==> src/dbg_uart_pkg.sv <==
// dbg_uart_pkg: register map, field positions, reset values and modes of the debug uart
// assumes a single 100 MHz clock and a plain address/strobe register port
package dbg_uart_pkg;
  // register byte offsets
  localparam logic [7:0] CMD_OFS     = 8'h00;
  localparam logic [7:0] MODE_OFS    = 8'h04;
  localparam logic [7:0] IEN_OFS     = 8'h08;
  localparam logic [7:0] IDIS_OFS    = 8'h0C;
  localparam logic [7:0] IMASK_OFS   = 8'h10;
  localparam logic [7:0] STAT_OFS    = 8'h14;
  localparam logic [7:0] RHOLD_OFS   = 8'h18;
  localparam logic [7:0] THOLD_OFS   = 8'h1C;
  localparam logic [7:0] BAUD_OFS    = 8'h20;
  localparam logic [7:0] PID_OFS     = 8'h40;
  localparam logic [7:0] PIDX_OFS    = 8'h44;
  localparam logic [7:0] PBLK_OFS    = 8'h48;
  // command bits
  localparam int RX_RST_BIT  = 2;
  localparam int TX_RST_BIT  = 3;
  localparam int RX_EN_BIT   = 4;
  localparam int RX_DIS_BIT  = 5;
  localparam int TX_EN_BIT   = 6;
  localparam int TX_DIS_BIT  = 7;
  localparam int ERR_CLR_BIT = 8;
  // mode fields
  localparam int CHK_LSB  = 9;
  localparam int CHK_MSB  = 11;
  localparam int CHAN_LSB = 14;
  localparam int CHAN_MSB = 15;
  localparam logic [31:0] MODE_WMASK = 32'h0000CE00;
  localparam logic [31:0] MODE_RST   = 32'h00000000;
  localparam logic [31:0] MASK_RST   = 32'h00000000;
  localparam logic [15:0] BAUD_RST   = 16'h0000;
  // status / interrupt bit positions
  localparam int RX_READY_BIT = 0;
  localparam int TX_READY_BIT = 1;
  localparam int RX_END_BIT   = 3;
  localparam int TX_END_BIT   = 4;
  localparam int OVR_BIT    = 5;
  localparam int FRM_BIT    = 6;
  localparam int CHKE_BIT   = 7;
  localparam int TXIDLE_BIT = 9;
  localparam int TX_DRAIN_BIT = 11;
  localparam int RX_FULL_BIT  = 12;
  localparam int DCWR_BIT   = 30;
  localparam int DCRD_BIT   = 31;
  localparam logic [31:0] IRQ_VALID = 32'hC0001AFB;
  // check-bit kinds, channel modes and shifter states
  localparam logic [2:0] CHK_EVEN  = 3'h0;
  localparam logic [2:0] CHK_ODD   = 3'h1;
  localparam logic [2:0] CHK_SPACE = 3'h2;
  localparam logic [2:0] CHK_MARK  = 3'h3;
  typedef enum logic [1:0] {
    CHAN_NORMAL = 2'b00,
    CHAN_ECHO   = 2'b01,
    CHAN_LOCAL  = 2'b10,
    CHAN_REMOTE = 2'b11
  } chan_mode_t;
  typedef enum logic [1:0] {
    SER_IDLE  = 2'b00,
    SER_START = 2'b01,
    SER_BITS  = 2'b10,
    SER_STOP  = 2'b11
  } ser_state_t;
  // identity values are arbitrary
  localparam logic [31:0] PART_ID_VAL  = 32'h12345670;
  localparam logic [31:0] PART_IDX_VAL = 32'h00000000;
  localparam logic [15:0] OVS_COUNT    = 16'h0010;
endpackage

==> src/dbg_uart.sv <==
// dbg_uart: debug two-wire uart with command, mode and interrupt mask registers
// assumes the register master follows the one-cycle strobe protocol; pins are asynchronous
`timescale 1ns/100ps

module dbg_uart (
  input  wire logic        core_clk_i,
  input  wire logic        srst_i,
  input  wire logic [7:0]  reg_addr_i,
  input  wire logic [31:0] reg_wdata_i,
  input  wire logic        reg_wr_i,
  input  wire logic        reg_rd_i,
  output logic [31:0]      reg_rdata_o,
  input  wire logic        serial_receive_pin_i,
  output logic             serial_transmit_pin_o,
  input  wire logic        receive_transfer_end_i,
  input  wire logic        transmit_transfer_end_i,
  input  wire logic        transmit_buffer_drained_i,
  input  wire logic        receive_buffer_filled_i,
  input  wire logic        debug_channel_write_pending_i,
  input  wire logic        debug_channel_read_pending_i,
  output logic             debug_port_block_o,
  output logic             irq_o
);
  import dbg_uart_pkg::*;

  logic [31:0] mode_q, mask_q, status;
  logic [15:0] baud_q;
  logic        pblk_q;
  chan_mode_t  chan;
  logic [2:0]  chk;
  logic        wr_cmd, wr_ien, wr_idis, rd_rhold, wr_thold;
  logic        rx_s1_q, rx_s2_q;
  logic [5:0]  side_s1_q, side_s2_q;

  // parity of a byte per check-bit kind; used by both shifters
  function automatic logic chk_bit(input logic [7:0] d, input logic [2:0] k);
    logic r;
    r = 1'b0;
    if (k == CHK_EVEN) begin
      r = ^d;
    end else if (k == CHK_ODD) begin
      r = ~(^d);
    end else if (k == CHK_MARK) begin
      r = 1'b1;
    end
    return r;
  endfunction

  assign chan     = chan_mode_t'(mode_q[CHAN_MSB:CHAN_LSB]);
  assign chk      = mode_q[CHK_MSB:CHK_LSB];
  assign wr_cmd   = reg_wr_i && (reg_addr_i == CMD_OFS);
  assign wr_ien   = reg_wr_i && (reg_addr_i == IEN_OFS);
  assign wr_idis  = reg_wr_i && (reg_addr_i == IDIS_OFS);
  assign wr_thold = reg_wr_i && (reg_addr_i == THOLD_OFS);
  assign rd_rhold = reg_rd_i && (reg_addr_i == RHOLD_OFS);

  // two-flop synchronisers for the pin and the side-band status inputs
  always_ff @(posedge core_clk_i) begin
    rx_s1_q   <= serial_receive_pin_i;
    rx_s2_q   <= rx_s1_q;
    side_s1_q <= {debug_channel_read_pending_i, debug_channel_write_pending_i,
                  receive_buffer_filled_i, transmit_buffer_drained_i,
                  transmit_transfer_end_i, receive_transfer_end_i};
    side_s2_q <= side_s1_q;
  end

  // mode, baud divisor and block registers
  always_ff @(posedge core_clk_i) begin
    if (srst_i) begin
      mode_q <= MODE_RST;
      baud_q <= BAUD_RST;
      pblk_q <= 1'b0;
    end else if (reg_wr_i) begin
      if (reg_addr_i == MODE_OFS) begin
        mode_q <= reg_wdata_i & MODE_WMASK;
      end else if (reg_addr_i == BAUD_OFS) begin
        baud_q <= reg_wdata_i[15:0];
      end else if (reg_addr_i == PBLK_OFS) begin
        pblk_q <= reg_wdata_i[0];
      end
    end
  end
  assign debug_port_block_o = pblk_q;

  // interrupt mask: enable sets, disable clears, other bits kept
  always_ff @(posedge core_clk_i) begin
    if (srst_i) begin
      mask_q <= MASK_RST;
    end else if (wr_ien) begin
      mask_q <= mask_q | (reg_wdata_i & IRQ_VALID);
    end else if (wr_idis) begin
      mask_q <= mask_q & ~(reg_wdata_i & IRQ_VALID);
    end
  end

  // baud tick: 16x oversample enable; cd of 1 gives every cycle, 0 stops it
  logic [15:0] bdiv_q;
  logic        tick;
  assign tick = (baud_q != 16'h0000) && (bdiv_q == 16'h0000);
  always_ff @(posedge core_clk_i) begin
    if (srst_i || tick) begin
      bdiv_q <= (baud_q == 16'h0000) ? 16'h0000 : baud_q - 16'h0001;
    end else if (bdiv_q != 16'h0000) begin
      bdiv_q <= bdiv_q - 16'h0001;
    end
  end

  // transmitter: enable state, holding register and shifter
  logic       tx_en_q, tx_stop_q, thr_full_q, tx_line_q;
  logic [7:0] thr_q, tsh_q;
  ser_state_t tst_q;
  logic [3:0] tcnt_q, tbit_q;
  logic       tx_busy, tx_run;
  assign tx_busy = (tst_q != SER_IDLE);
  assign tx_run  = tx_en_q && (chan != CHAN_REMOTE);
  always_ff @(posedge core_clk_i) begin
    if (srst_i || (wr_cmd && reg_wdata_i[TX_RST_BIT])) begin
      tx_en_q    <= 1'b0;
      tx_stop_q  <= 1'b0;
      thr_full_q <= 1'b0;
      tst_q      <= SER_IDLE;
      tx_line_q  <= 1'b1;
      tcnt_q     <= 4'h0;
      tbit_q     <= 4'h0;
      tsh_q      <= 8'h00;
      thr_q      <= 8'h00;
    end else begin
      // pending disable takes effect once both shifter and holding are empty;
      // placed first so a command written in the same cycle still wins
      if (tx_stop_q && !tx_busy && !thr_full_q) begin
        tx_en_q   <= 1'b0;
        tx_stop_q <= 1'b0;
      end
      if (wr_cmd && reg_wdata_i[TX_DIS_BIT]) begin
        tx_stop_q <= 1'b1;
      end else if (wr_cmd && reg_wdata_i[TX_EN_BIT]) begin
        tx_en_q   <= 1'b1;
        tx_stop_q <= 1'b0;
      end
      if (wr_thold && tx_en_q) begin
        thr_q      <= reg_wdata_i[7:0];
        thr_full_q <= 1'b1;
      end
      case (tst_q)
        SER_IDLE: begin
          tx_line_q <= 1'b1;
          if (thr_full_q && tx_run) begin
            tsh_q      <= thr_q;
            thr_full_q <= wr_thold;
            tst_q      <= SER_START;
            tcnt_q     <= 4'h0;
          end
        end
        SER_START: begin
          tx_line_q <= 1'b0;
          if (tick) begin
            tcnt_q <= tcnt_q + 4'h1;
            if (tcnt_q == 4'hF) begin
              tst_q  <= SER_BITS;
              tbit_q <= 4'h0;
            end
          end
        end
        SER_BITS: begin
          tx_line_q <= (tbit_q == 4'h8) ? chk_bit(tsh_q, chk) : tsh_q[tbit_q[2:0]];
          if (tick) begin
            tcnt_q <= tcnt_q + 4'h1;
            if (tcnt_q == 4'hF) begin
              tbit_q <= tbit_q + 4'h1;
              if (tbit_q == (chk[2] ? 4'h7 : 4'h8)) begin
                tst_q <= SER_STOP;
              end
            end
          end
        end
        SER_STOP: begin
          tx_line_q <= 1'b1;
          if (tick) begin
            tcnt_q <= tcnt_q + 4'h1;
            if (tcnt_q == 4'hF) begin
              tst_q <= SER_IDLE;
            end
          end
        end
        default: tst_q <= SER_IDLE;
      endcase
    end
  end

  // pin routing per channel mode
  logic rx_line;
  always_comb begin
    serial_transmit_pin_o = tx_line_q;
    rx_line               = rx_s2_q;
    case (chan)
      CHAN_ECHO:   serial_transmit_pin_o = rx_s2_q;
      CHAN_LOCAL: begin
        serial_transmit_pin_o = 1'b1;
        rx_line               = tx_line_q;
      end
      CHAN_REMOTE: begin
        serial_transmit_pin_o = rx_s2_q;
        rx_line               = 1'b1;
      end
      default:     serial_transmit_pin_o = tx_line_q;
    endcase
  end

  // receiver: samples mid-bit at 16x; disable waits for the frame to end
  logic       rx_en_q, rx_stop_q, rx_ready_q, ovr_q, frm_q, chke_q;
  logic [7:0] rsh_q, rhr_q;
  ser_state_t rst_q;
  logic [3:0] rcnt_q, rbit_q;
  logic       rx_done, rx_err_clr;
  assign rx_err_clr = wr_cmd && reg_wdata_i[ERR_CLR_BIT];
  // stop bit judged in its middle, sixteen ticks after the last bit sample
  assign rx_done    = (rst_q == SER_STOP) && tick && (rcnt_q == 4'hF);
  always_ff @(posedge core_clk_i) begin
    if (srst_i || (wr_cmd && reg_wdata_i[RX_RST_BIT])) begin
      rx_en_q   <= 1'b0;
      rx_stop_q <= 1'b0;
      rst_q     <= SER_IDLE;
      rcnt_q    <= 4'h0;
      rbit_q    <= 4'h0;
      rsh_q     <= 8'h00;
    end else begin
      // pending stop first, so an enable written in this cycle is kept
      if (rx_stop_q && (rst_q == SER_IDLE)) begin
        rx_en_q   <= 1'b0;
        rx_stop_q <= 1'b0;
      end
      if (wr_cmd && reg_wdata_i[RX_DIS_BIT]) begin
        rx_stop_q <= 1'b1;
      end else if (wr_cmd && reg_wdata_i[RX_EN_BIT]) begin
        rx_en_q   <= 1'b1;
        rx_stop_q <= 1'b0;
      end
      case (rst_q)
        SER_IDLE: begin
          rcnt_q <= 4'h0;
          if (rx_en_q && !rx_stop_q && (chan != CHAN_REMOTE) && !rx_line) begin
            rst_q <= SER_START;
          end
        end
        SER_START: if (tick) begin
          rcnt_q <= rcnt_q + 4'h1;
          if (rcnt_q == 4'h7) begin
            rst_q  <= rx_line ? SER_IDLE : SER_BITS; // glitch rejects
            rcnt_q <= 4'h0;
            rbit_q <= 4'h0;
          end
        end
        SER_BITS: if (tick) begin
          rcnt_q <= rcnt_q + 4'h1;
          if (rcnt_q == 4'hF) begin
            rbit_q <= rbit_q + 4'h1;
            if (rbit_q < 4'h8) begin
              rsh_q <= {rx_line, rsh_q[7:1]};
            end
            if (rbit_q == (chk[2] ? 4'h7 : 4'h8)) begin
              rst_q <= SER_STOP;
            end
          end
        end
        SER_STOP: if (tick) begin
          rcnt_q <= rcnt_q + 4'h1;
          if (rcnt_q == 4'hF) begin
            rst_q <= SER_IDLE;
          end
        end
        default: rst_q <= SER_IDLE;
      endcase
    end
  end

  // received check bit, caught on the ninth bit sample
  logic rchk_q;
  always_ff @(posedge core_clk_i) begin
    if (srst_i) begin
      rchk_q <= 1'b0;
    end else if ((rst_q == SER_BITS) && tick && (rcnt_q == 4'hF) && (rbit_q == 4'h8)) begin
      rchk_q <= rx_line;
    end
  end

  // holding register and sticky flags; a set in the clear cycle wins
  always_ff @(posedge core_clk_i) begin
    if (srst_i) begin
      rhr_q      <= 8'h00;
      rx_ready_q <= 1'b0;
      ovr_q      <= 1'b0;
      frm_q      <= 1'b0;
      chke_q     <= 1'b0;
    end else begin
      if (rx_err_clr) begin
        ovr_q  <= 1'b0;
        frm_q  <= 1'b0;
        chke_q <= 1'b0;
      end
      if (rd_rhold) begin
        rx_ready_q <= 1'b0;
      end
      // receiver reset also drops a character that was never read
      if (wr_cmd && reg_wdata_i[RX_RST_BIT]) begin
        rx_ready_q <= 1'b0;
      end
      if (rx_done) begin
        rhr_q      <= rsh_q;
        rx_ready_q <= 1'b1;
        if (rx_ready_q && !rd_rhold) begin
          ovr_q <= 1'b1;
        end
        if (!rx_line) begin
          frm_q <= 1'b1;
        end
        if (!chk[2] && (rchk_q != chk_bit(rsh_q, chk))) begin
          chke_q <= 1'b1;
        end
      end
    end
  end

  // status word and interrupt
  always_comb begin
    status             = 32'h00000000;
    status[RX_READY_BIT] = rx_ready_q && rx_en_q;
    status[TX_READY_BIT] = tx_en_q && !thr_full_q;
    status[RX_END_BIT]   = side_s2_q[0];
    status[TX_END_BIT]   = side_s2_q[1];
    status[OVR_BIT]    = ovr_q;
    status[FRM_BIT]    = frm_q;
    status[CHKE_BIT]   = chke_q;
    status[TXIDLE_BIT] = tx_en_q && !thr_full_q && !tx_busy;
    status[TX_DRAIN_BIT] = side_s2_q[2];
    status[RX_FULL_BIT]  = side_s2_q[3];
    status[DCWR_BIT]   = side_s2_q[4];
    status[DCRD_BIT]   = side_s2_q[5];
  end
  assign irq_o = |(status & mask_q);

  // read data, valid the cycle after the strobe; unmapped reads zero
  always_ff @(posedge core_clk_i) begin
    if (srst_i) begin
      reg_rdata_o <= 32'h00000000;
    end else if (reg_rd_i) begin
      if (reg_addr_i == MODE_OFS) begin
        reg_rdata_o <= mode_q;
      end else if (reg_addr_i == IMASK_OFS) begin
        reg_rdata_o <= mask_q;
      end else if (reg_addr_i == STAT_OFS) begin
        reg_rdata_o <= status;
      end else if (reg_addr_i == RHOLD_OFS) begin
        reg_rdata_o <= {24'h000000, rhr_q};
      end else if (reg_addr_i == BAUD_OFS) begin
        reg_rdata_o <= {16'h0000, baud_q};
      end else if (reg_addr_i == PID_OFS) begin
        reg_rdata_o <= PART_ID_VAL;
      end else if (reg_addr_i == PIDX_OFS) begin
        reg_rdata_o <= PART_IDX_VAL;
      end else if (reg_addr_i == PBLK_OFS) begin
        reg_rdata_o <= {31'h00000000, pblk_q};
      end else begin
        reg_rdata_o <= 32'h00000000;
      end
    end else begin
      reg_rdata_o <= 32'h00000000;
    end
  end

  // checks
  AST_RXRST_DISABLES: assert property (@(posedge core_clk_i) disable iff (srst_i)
    (wr_cmd && reg_wdata_i[RX_RST_BIT]) |=> (!rx_en_q && rst_q == SER_IDLE))
    else $error("receiver reset did not disable");
  AST_TXRST_DISABLES: assert property (@(posedge core_clk_i) disable iff (srst_i)
    (wr_cmd && reg_wdata_i[TX_RST_BIT]) |=> (!tx_en_q && !tx_busy && !thr_full_q))
    else $error("transmitter reset did not disable");
  AST_RX_DIS_WINS: assert property (@(posedge core_clk_i) disable iff (srst_i)
    (wr_cmd && reg_wdata_i[RX_EN_BIT] && reg_wdata_i[RX_DIS_BIT] && !rx_en_q
     && !reg_wdata_i[RX_RST_BIT]) |=> !rx_en_q)
    else $error("receiver enabled despite disable");
  AST_TX_EN: assert property (@(posedge core_clk_i) disable iff (srst_i)
    (wr_cmd && reg_wdata_i[TX_EN_BIT] && !reg_wdata_i[TX_DIS_BIT]
     && !reg_wdata_i[TX_RST_BIT]) |=> tx_en_q)
    else $error("transmitter not enabled");
  AST_TX_DRAIN: assert property (@(posedge core_clk_i) disable iff (srst_i)
    (tx_stop_q && tx_busy) |-> tx_en_q)
    else $error("transmitter stopped mid character");
  AST_ERR_CLR: assert property (@(posedge core_clk_i) disable iff (srst_i)
    (rx_err_clr && !rx_done) |=> (!ovr_q && !frm_q && !chke_q))
    else $error("error flags not cleared");
  AST_MASK_SET: assert property (@(posedge core_clk_i) disable iff (srst_i)
    wr_ien |=> ((mask_q & $past(reg_wdata_i) & IRQ_VALID) == ($past(reg_wdata_i) & IRQ_VALID)))
    else $error("mask bit not set");
  AST_MASK_CLR: assert property (@(posedge core_clk_i) disable iff (srst_i)
    wr_idis |=> ((mask_q & $past(reg_wdata_i)) == 32'h00000000))
    else $error("mask bit not cleared");
  AST_IRQ: assert property (@(posedge core_clk_i) disable iff (srst_i)
    irq_o == ((status & mask_q) != 32'h00000000))
    else $error("interrupt level wrong");
  AST_LOCAL_HIGH: assert property (@(posedge core_clk_i) disable iff (srst_i)
    (chan == CHAN_LOCAL) |-> serial_transmit_pin_o)
    else $error("transmit pin not idle in local loopback");
  AST_OVERRUN: assert property (@(posedge core_clk_i) disable iff (srst_i)
    (rx_done && rx_ready_q && !rd_rhold) |=> ovr_q)
    else $error("overrun not flagged");
  COV_RX_CHAR: cover property (@(posedge core_clk_i) rx_done);
  COV_TX_START: cover property (@(posedge core_clk_i) tst_q == SER_START);
  COV_OVERRUN: cover property (@(posedge core_clk_i) rx_done && rx_ready_q);
  COV_IRQ: cover property (@(posedge core_clk_i) irq_o);
endmodule

==> config.mk <==
export PLATFORM = sky130hd
export DESIGN_NAME = dbg_uart
export DESIGN_NICKNAME = d
export VERILOG_FILES = /design/src/dbg_uart_pkg.sv /design/src/dbg_uart.sv
export SDC_FILE = /design/constraint.sdc
export NUM_CORES = 1
export LEC_CHECK = 0
export BUFFER_PORTS_ARGS = -buffer_cell sky130_fd_sc_hd__buf_2
export CAP_MARGIN = 20
export CORE_ASPECT_RATIO = 0.8
export CORE_MARGIN = 3
export CORE_UTILIZATION = 53
export DETAILED_ROUTE_END_ITERATION = 8
export PLACE_DENSITY = 0.77
export SYNTH_ARGS = -nofsm -noshare
export SYNTH_HDL_FRONTEND = slang
export SYNTH_SLANG_ARGS = --single-unit
==> constraint.sdc <==
create_clock -name core_clk_i -period 2.7 [get_ports core_clk_i]
set_input_delay 0.405 -clock core_clk_i [delete_from_list [all_inputs] [get_ports core_clk_i]]
set_output_delay 0.405 -clock core_clk_i [all_outputs]
set_load 0.1 [all_outputs]
[Word-level counts from Yosys, hierarchy flattened]
Index checks and enable logic that the tools add are counted.
Widths: inputs -> output; s select.
Storage, ports and cells
  register bits: 179
  input port bits: 51
  output and inout bits: 35
  word-level logic and storage cells: 265
Cells by class
  $add $sub $neg: 6
  magnitude comparators: 2
  eq/ne operators: 49
  multiplexer cells: 90
  bitwise gates (word level): 9
  reduce and logical (&&, ||, !) cells: 77
Operator list (count)
  $mux 32: 4
  $mux 29: 3
  $and 32x32->32: 2
  $mux 16: 4
  $mux 4: 14
  $mux 1: 38
  $mux 2: 17
  $eq 8x5->1 const B: 4
  $logic_and 1x1->1: 32
  $logic_not 16->1: 2
  $not 32->32: 1
  $or 32x32->32: 1
  $reduce_bool 16->1: 2
  $reduce_or 32->1: 1
  $sub 16x1->16 const B: 2
  $ne 2x2->1 const B: 15
  $eq 8x7->1 const B: 3
  $pmux 4 s2: 3
  $add 4x1->4 const B: 4
  $eq 4x4->1 const B: 4
  $eq 8x4->1 const B: 2
  $pmux 2 s4: 2
  $reduce_and 8->1: 2
  $reduce_xor 8->1: 2
  other kinds (30): 69

[Depth between registers and ports, before layout]
Gate-level depths: netlist of run 1.
  word-level depth: 10
  mapped depth: 9
  gate-level depth less buffers: 8

[Worst setup path before layout of run 1]
No wires, ideal clock.
  path type: register to output
  from: reg mode_q[15]
  to: out serial_transmit_pin_o
  arrival time: 2.536 ns
  required time: 2.295 ns
  setup slack: -0.241 ns
  cell stages (with the launch flop): 3
  path buffers: 0
  path through: dfxtp_1 nor2_1 o21ai_0
On the way
  cells in the longest elaborated chain, start to end: 3
  elaborated cells on any way between the ends: 5
  those cells by class: eq/ne: 3; mux: 1; reduce/logical: 1
RTL lines
  start, declared: RTL line dbg_uart.sv:26  | logic [31:0] mode_q, mask_q, status;
  start signal, assigned: RTL line dbg_uart.sv:75  | mode_q <= reg_wdata_i & MODE_WMASK;
  $eq 2x2->1 or $eq 2x1->1 (tied branches): RTL line dbg_uart.sv:195  | case (chan)
  $reduce_or 2->1 (no line)
  $pmux 1 s2 *: RTL line dbg_uart.sv:195
  end, declared: RTL line dbg_uart.sv:14  | output logic serial_transmit_pin_o,
Every way passes the cells marked *; elsewhere a longest branch is shown, timed or not.

[Worst setup path after layout of run 1]
  from: reg baud_q[8]
  to: reg bdiv_q[12] (data pin)
On the way
  cells in the longest elaborated chain, start to end: 4
  elaborated cells on any way between the ends: 7
  those cells by class: add/sub: 1; mux: 2; reduce/logical: 4
RTL lines
  start, declared: RTL line dbg_uart.sv:27  | logic [15:0] baud_q;
  start signal, assigned: RTL line dbg_uart.sv:77  | baud_q <= reg_wdata_i[15:0];
  parallel branches: the longest is 3 deep, another holds $sub 16x1->16
  $mux 16 *: RTL line dbg_uart.sv:101  | if (srst_i || tick) begin
  end signal, assigned: RTL line dbg_uart.sv:102  | bdiv_q <= (baud_q == 16'h0000) ? 16'h0000 : baud_q - 16'h0001;
  end signal, assigned: RTL line dbg_uart.sv:104  | bdiv_q <= bdiv_q - 16'h0001;
  end, declared: RTL line dbg_uart.sv:97  | logic [15:0] bdiv_q;
Every way passes the cells marked *.
A chain may end at the register's enable or synchronous reset.

==> results of run 1 <==
final timing paths:
| check | startpoint | slack, ns | depth (start not counted) | to |
|---|---|---|---|---|
| worst max-delay path | baud_q[8] | 0.21 | 7 | bdiv_q[12] |
| worst min-delay path | debug_channel_write_pending_i | 0.09 | 1 | side_s1_q[4] |
| worst max register to register | baud_q[8] | 0.21 | 7 | bdiv_q[12] |
| worst min register to register | rx_s1_q | 0.33 | 0 | rx_s2_q |
worst reg2reg max path: stages (launching register included):
cell and delay [ns]:
dfxtp_1 0.36, or4_4 0.55, or3_4 0.38, o31ai_4 0.45
nand2b_4 0.17, buf_12 0.19, nor2_1 0.11, a21oi_1 0.05
cell usage after synthesis, types with 7 or more instances:
master	instances	area (um^2)
xnor2_1	27	236
a311oi_1	13	114
buf_4	14	105
nor4_1	10	62.6
nand3_1	23	115
a31oi_1	7	43.8
clkbuf_1	27	101
nor2_1	90	338
inv_1	17	63.8
nand2_1	69	259
nand3b_1	10	75.1
and3_1	8	50.1
edfxtp_1	16	480
nor3_1	21	105
mux2i_1	41	410
o22ai_1	9	56.3
nor2b_1	8	50.1
a22oi_1	18	135
ha_1	15	188
o21ai_0	16	80.1
xor2_1	14	123
dfxtp_1	130	2600
a21oi_1	55	275
cells by family (layout without fill, tap and decap cells):
group                      count (synthesis)  after routing  synth area share, %
and+or+nand+nor                          285            285                 20.5
AOI/OAI and AO/OA                        159            159                 15.7
DFF                                      146            146                 44.4
buffers and inverters                     66            135                 4.76
muxes                                     44             44                 6.72
xor gates and xnor gates                  41             41                 5.17
adders and majority gates                 15             15                 2.70
other                                      1              9               0.0540
power breakdown:
part / internal (mW) / total, mW / switching (mW) / leakage (nW)
clock network: 1.68 / 2.57 / 0.888 / 0.313
logic: 0.375 / 0.941 / 0.565 / 1.79
registers: 2.33 / 2.44 / 0.112 / 1.24
total: 4.38 / 5.95 / 1.57 / 3.35
sequential cells by signal, summed over array words and instances, names as in the netlist, 4 cells and up, named ones only:
register / count
side_s1_q: 6
rsh_q: 8
bdiv_q: 16
reg_rdata_o: 19
rbit_q: 4
baud_q: 16
rhr_q: 8
tcnt_q: 4
rcnt_q: 4
mode_q: 5
side_s2_q: 6
tbit_q: 4
tsh_q: 8
thr_q: 8
per-stage QoR:
| stage | instances | utilization [%] | total power, mW |
|---|---|---|---|
| after floorplan | 765 | - | 3.16 |
| after global placement | 974 | 59.8 | 3.37 |
| after detailed placement | 974 | 59.8 | 3.41 |
| after CTS | 1005 | 64.9 | 5.95 |
| after global routing | 1005 | 65.0 | 6.17 |
| final | 1005 | 65.0 | 5.95 |
repair_timing:
action,CTS,global route
resized for setup,0,1
hold buffers,0,0
setup endpoints to repair,0,1
per-layer routing:
layer | track usage [%] | vias to the layer above | share of wire (%) | wire length, um
met5 | 0 | - | 0 | 0
met3 | 4.84 | 31 | 7.4 | 1350
li1 | - | 2846 | - | -
met2 | 40.1 | 248 | 46 | 8300
met1 | 34.8 | 2901 | 45 | 8220
met4 | 9.54 | 0 | 1.8 | 322
cell type report:
type                    count  area [um^2]  area share (%)
repair buffers             87          536            6.61
clock buffers              21          460            5.68
clock inverters            10          181            2.24
well taps                 171          214            2.64
flip-flops and latches    146         3080            38.0
inverters                  17         63.8           0.787
multi-input cells         553         3570            44.0
==> impl_metrics.json, run 1 <==
{
  "status": "finished clean",
  "endpoint_kind": "flip-flop",
  "synthArstFlopShare_pct": 0,
  "min_period_over_period_pct": 92.3,
  "cap_violations": 0,
  "cpMaxStageDelayCell": "or4_4",
  "drt-total-wl_um": 18200,
  "gr-total-overflow": 0,
  "slew_violations": 0,
  "slew_headroom_pct": 55.5,
  "rows": 36,
  "clk_latency_ns": 0.42,
  "syn_inst": 757,
  "ys_seq_area_share_pct": 44.4,
  "critPathLaunchType": "flip-flop",
  "firstDrtPassIters": 5,
  "die_h_um": 108,
  "path_class": "reg -> reg",
  "core_area_um2": 12500,
  "cts_inserted_buffers": 17,
  "stdcell_area_um2": 8100,
  "gp_congestion": 0.924,
  "dp_hpwl_um": 12900,
  "fin_crit_ns": 2.49,
  "grt_pass1_wl_um": 29000,
  "drt_iter0_drc": 617,
  "yosysWarnings": 0,
  "crit_required_ns": 2.87,
  "cts_sinks": 146,
  "layout_commonest_cell": "dfxtp_1",
  "place_ws_ns": 0.236,
  "fin_ws_ns": 0.207,
  "critPathMaxFanout": 14,
  "vdd_ir_drop_max_mv": 0.745,
  "drive_gt1_share_pct": 16.7,
  "cts_root_buf": "clkbuf_16",
  "grt_usage_pct": 25.4,
  "io_buffer_count": 62,
  "critPathArrivalTime_ns": 2.66,
  "nNetsFinal": 888,
  "clkTransAtPathRegs_ns": 0.06,
  "cp_top_family": "simple AND/OR/NAND/NOR gates",
  "die_w_um": 134,
  "crit_buf_inv": 1,
  "grt_pass1_vias": 5803,
  "ys_ff_latch": 146,
  "synth_edf_count": 16,
  "avgSynthCellArea_um2": 9.17,
  "postCtsSetupRepairBufs": 0,
  "final_cell_mix": "130 x dfxtp_1, 90 x nor2_1, 69 x nand2_1",
  "whs_ns": 0.0866,
  "slowest_delay_ns": 0.55,
  "cts_buffer_depth": 2,
  "postPlaceCellArea_um2": 7460,
  "hold_violations": 0,
  "cts_tree": "yes",
  "grt_max_degree": 53,
  "via_count": 6026,
  "viasPerCell": 6.00,
  "p_per_area_nw_per_um2": 734,
  "setup_viol": 0,
  "tightest_slew_ns": 0.661,
  "drcViolationCount": 0,
  "wl_per_cell_um": 18.1,
  "setup_tns_ns": 0,
  "rsz0062_at_grt": "no",
  "nFillCells": 1014,
  "io_pins": 86,
  "dieArea_um2": 14500,
  "path_cells": "or4_4 > or3_4 > o31ai_4 > nand2b_4 > buf_12 > nor2_1 > a21oi_1",
  "yosysUniqueCellTypes": 71,
  "antenna_found_initial": 0,
  "holdCritPathClass": "in -> reg",
  "synth.cell_area_um2": 6940,
  "start_util_pct": 55.7,
  "leakage_nw": 3.35,
  "fin_skew_ns": 0.00691,
  "area_growth_pct": 16.7,
  "dominantRegCellSynth": "dfxtp_1",
  "fmax_ghz": 0.401,
  "cts_max_level": 4,
  "n_antenna_cell": 0,
  "ant_nets": 0
}
(Power assumes the default switching activity.)
==> run 2: changes to the inputs <==
--- a/config.mk
+++ b/config.mk
@@ -5,6 +5,7 @@
 export SDC_FILE = /design/constraint.sdc
 export NUM_CORES = 1
 export LEC_CHECK = 0
+export ABC_AREA = 1
 export BUFFER_PORTS_ARGS = -buffer_cell sky130_fd_sc_hd__buf_2
 export CAP_MARGIN = 20
 export CORE_ASPECT_RATIO = 0.8
==> run 2 against run 1 <==
Compared with the run above: fmax is 3.6% lower; clock power hardly changed; combinational power rose by 24%; sequential power barely moved; core utilization shrank 1.6 points; final area increased by 2.0%; setup slack got worse by 0.093 ns.
==> impl_metrics.json, run 2 <==
{
  "status": "finished clean",
  "syn_inst": 952,
  "ant_nets": 0,
  "top_register": "reg_rdata_o",
  "stdcell_area_um2": 8270,
  "grt_pass1_wl_um": 30000,
  "fmax_ghz": 0.387,
  "hold_violations": 0,
  "p_per_area_nw_per_um2": 748,
  "synth_edf_count": 16,
  "drcViolationCount": 0,
  "synth_top_family_by_area": "simple AND/OR/NAND/NOR gates",
  "leakage_nw": 3.56,
  "ys_seq_area_share_pct": 42.9,
  "postPlaceCellArea_um2": 7610,
  "final_cell_mix": "192 x nand2_1, 130 x dfxtp_1, 107 x a21oi_1",
  "dominantRegCellSynth": "dfxtp_1",
  "setup_viol": 0,
  "slew_headroom_pct": 65.5,
  "n_antenna_cell": 0,
  "cts_inserted_buffers": 17,
  "dieArea_um2": 15000,
  "grt_usage_pct": 25.9,
  "synthArstFlopShare_pct": 0,
  "layout_commonest_cell": "nand2_1",
  "io_buffer_count": 62,
  "synth-xor-area-share_pct": 4.51,
  "yosysTopAreaCell": "dfxtp_1",
  "top_regs": "reg_rdata_o (19), baud_q (16), bdiv_q (16)",
  "gp_congestion": 0.938,
  "synthMostInstantiatedCell": "nand2_1",
  "grt_max_degree": 29,
  "critPathMaxFanout": 5,
  "yosysUniqueCellTypes": 49,
  "critPathLaunchType": "flip-flop",
  "place_ws_ns": 0.378,
  "cts_max_level": 4,
  "clk_latency_ns": 0.43,
  "avgSynthCellArea_um2": 7.55,
  "ys_ff_latch": 146,
  "whs_ns": 0.0763,
  "vdd_ir_drop_max_mv": 0.557,
  "drt-total-wl_um": 19000,
  "min_period_over_period_pct": 95.8,
  "synth.cell_area_um2": 7180,
  "io_pins": 86,
  "synth_commonest_cells": "192 x nand2_1, 130 x dfxtp_1, 107 x a21oi_1, 102 x inv_1, 93 x nor2_1",
  "die_h_um": 110,
  "core_area_um2": 13100,
  "nNetsFinal": 1087,
  "die_w_um": 136,
  "rows": 37,
  "grt_pass1_vias": 5968,
  "tightest_slew_ns": 0.517,
  "slew_violations": 0,
  "endpoint_kind": "output pin",
  "start_util_pct": 55.0,
  "holdCritPathClass": "in -> reg",
  "fin_skew_ns": 0.00819,
  "synth-adder-area-share_pct": 2.61,
  "cts_root_buf": "clkbuf_16",
  "firstDrtPassIters": 5,
  "yosysWarnings": 0,
  "drive_gt1_share_pct": 12.9,
  "drt_iter0_drc": 695,
  "wl_per_cell_um": 15.7,
  "instances_no_fill": 1209,
  "postCtsSetupRepairBufs": 0,
  "largest_register_ff_count": 19,
  "cap_violations": 0,
  "area_growth_pct": 15.1,
  "place_inst": 1177,
  "clkTransAtPathRegs_ns": 0.06,
  "via_count": 6656,
  "synth_compound_area_share_pct": 17.7,
  "fin_ws_ns": 0.114,
  "antenna_found_initial": 0,
  "setup_tns_ns": 0,
  "rsz0062_at_grt": "no",
  "fin_crit_ns": 2.59,
  "critPathArrivalTime_ns": 2.18,
  "cts_tree": "yes",
  "path_class": "reg -> out",
  "finalPower_mw": 6.19,
  "synth_area_leaders": "dfxtp_1 36%, nand2_1 10%, a21oi_1 7.5%",
  "viasPerCell": 5.51,
  "synth_mux_area_share_pct": 0,
  "synthSimpleGateAreaFrac_pct": 23.1,
  "dp_hpwl_um": 14000,
  "cts_buffer_depth": 2,
  "finish.utilization_pct": 63.3,
  "crit_required_ns": 2.30,
  "cts_sinks": 146,
  "synth_top_area_share_pct": 36.2,
  "gr-total-overflow": 0
}
## run 2: changes by cell type after synthesis, sizes merged, moves of 9 or more
cell | before | now
a21oi | 55 | 110
a22oi | 18 | 0
clkbuf | 28 | 7
inv | 17 | 107
mux2i | 41 | 0
nand2 | 69 | 198
nand3 | 23 | 47
nor2 | 90 | 99
o21ai | 20 | 84
xnor2 | 27 | 14
xor2 | 14 | 23
## run 2: area by class of cell
cell class	instances	area, um^2
fill	1164	4790
clock buffer	19	475
timing repair buffer	76	418
tap	175	219
clock inverter	13	179
inverter	109	412
sequential	146	3080
multi-input combinational	671	3480
## run 2: metal layers
metal  share of wire (%)  global-route usage [%]  vias up
met5                   0                       0        -
met4                 1.9                    7.70        0
met3                 9.5                    6.53       27
met2                  44                    40.4      306
met1                  44                    35.7     3052
li1                    -                       -     3271
## run 2: where the power goes
group | switching [mW] | internal [mW]
registers | 0.0950 | 2.34
clock network | 0.929 | 1.65
logic | 0.799 | 0.373
## run 2: timing repair
| item | in CTS | in global routing |
|---|---|---|
| resized for setup | 0 | 1 |
| endpoints found under the setup margin | 0 | 1 |
| hold buffers | 0 | 0 |
## run 2: critical path, cell delays in order, from the launching register on
cell	delay, ns
dfxtp_1	0.41
inv_1	0.11
ha_1	0.24
inv_1	0.09
nor3_1	0.07
a221oi_1	0.40
nand3_1	0.13
clkbuf_4	0.30
## run 2: kinds of logic (layout without fill, tap and decap cells)
logic type / count (synthesis) / count (layout)
adder cells (fa/ha/maj): 15 / 15
other: 1 / 9
XOR/XNOR: 37 / 37
flip-flops: 146 / 146
AND/OR/NAND/NOR: 378 / 378
AO/OA/AOI/OAI: 232 / 232
buffers and inverters: 143 / 217
## run 2: path summary, 6_finish.rpt
kind	from	end	slack [ns]	cells past startpoint
setup reg to reg	bdiv_q[6]	bdiv_q[0]	0.39	8
hold reg to reg	side_s1_q[2]	side_s2_q[2]	0.33	0
setup / recovery	tst_q[0]	irq_o	0.11	7
hold / removal	serial_receive_pin_i	rx_s1_q	0.08	1
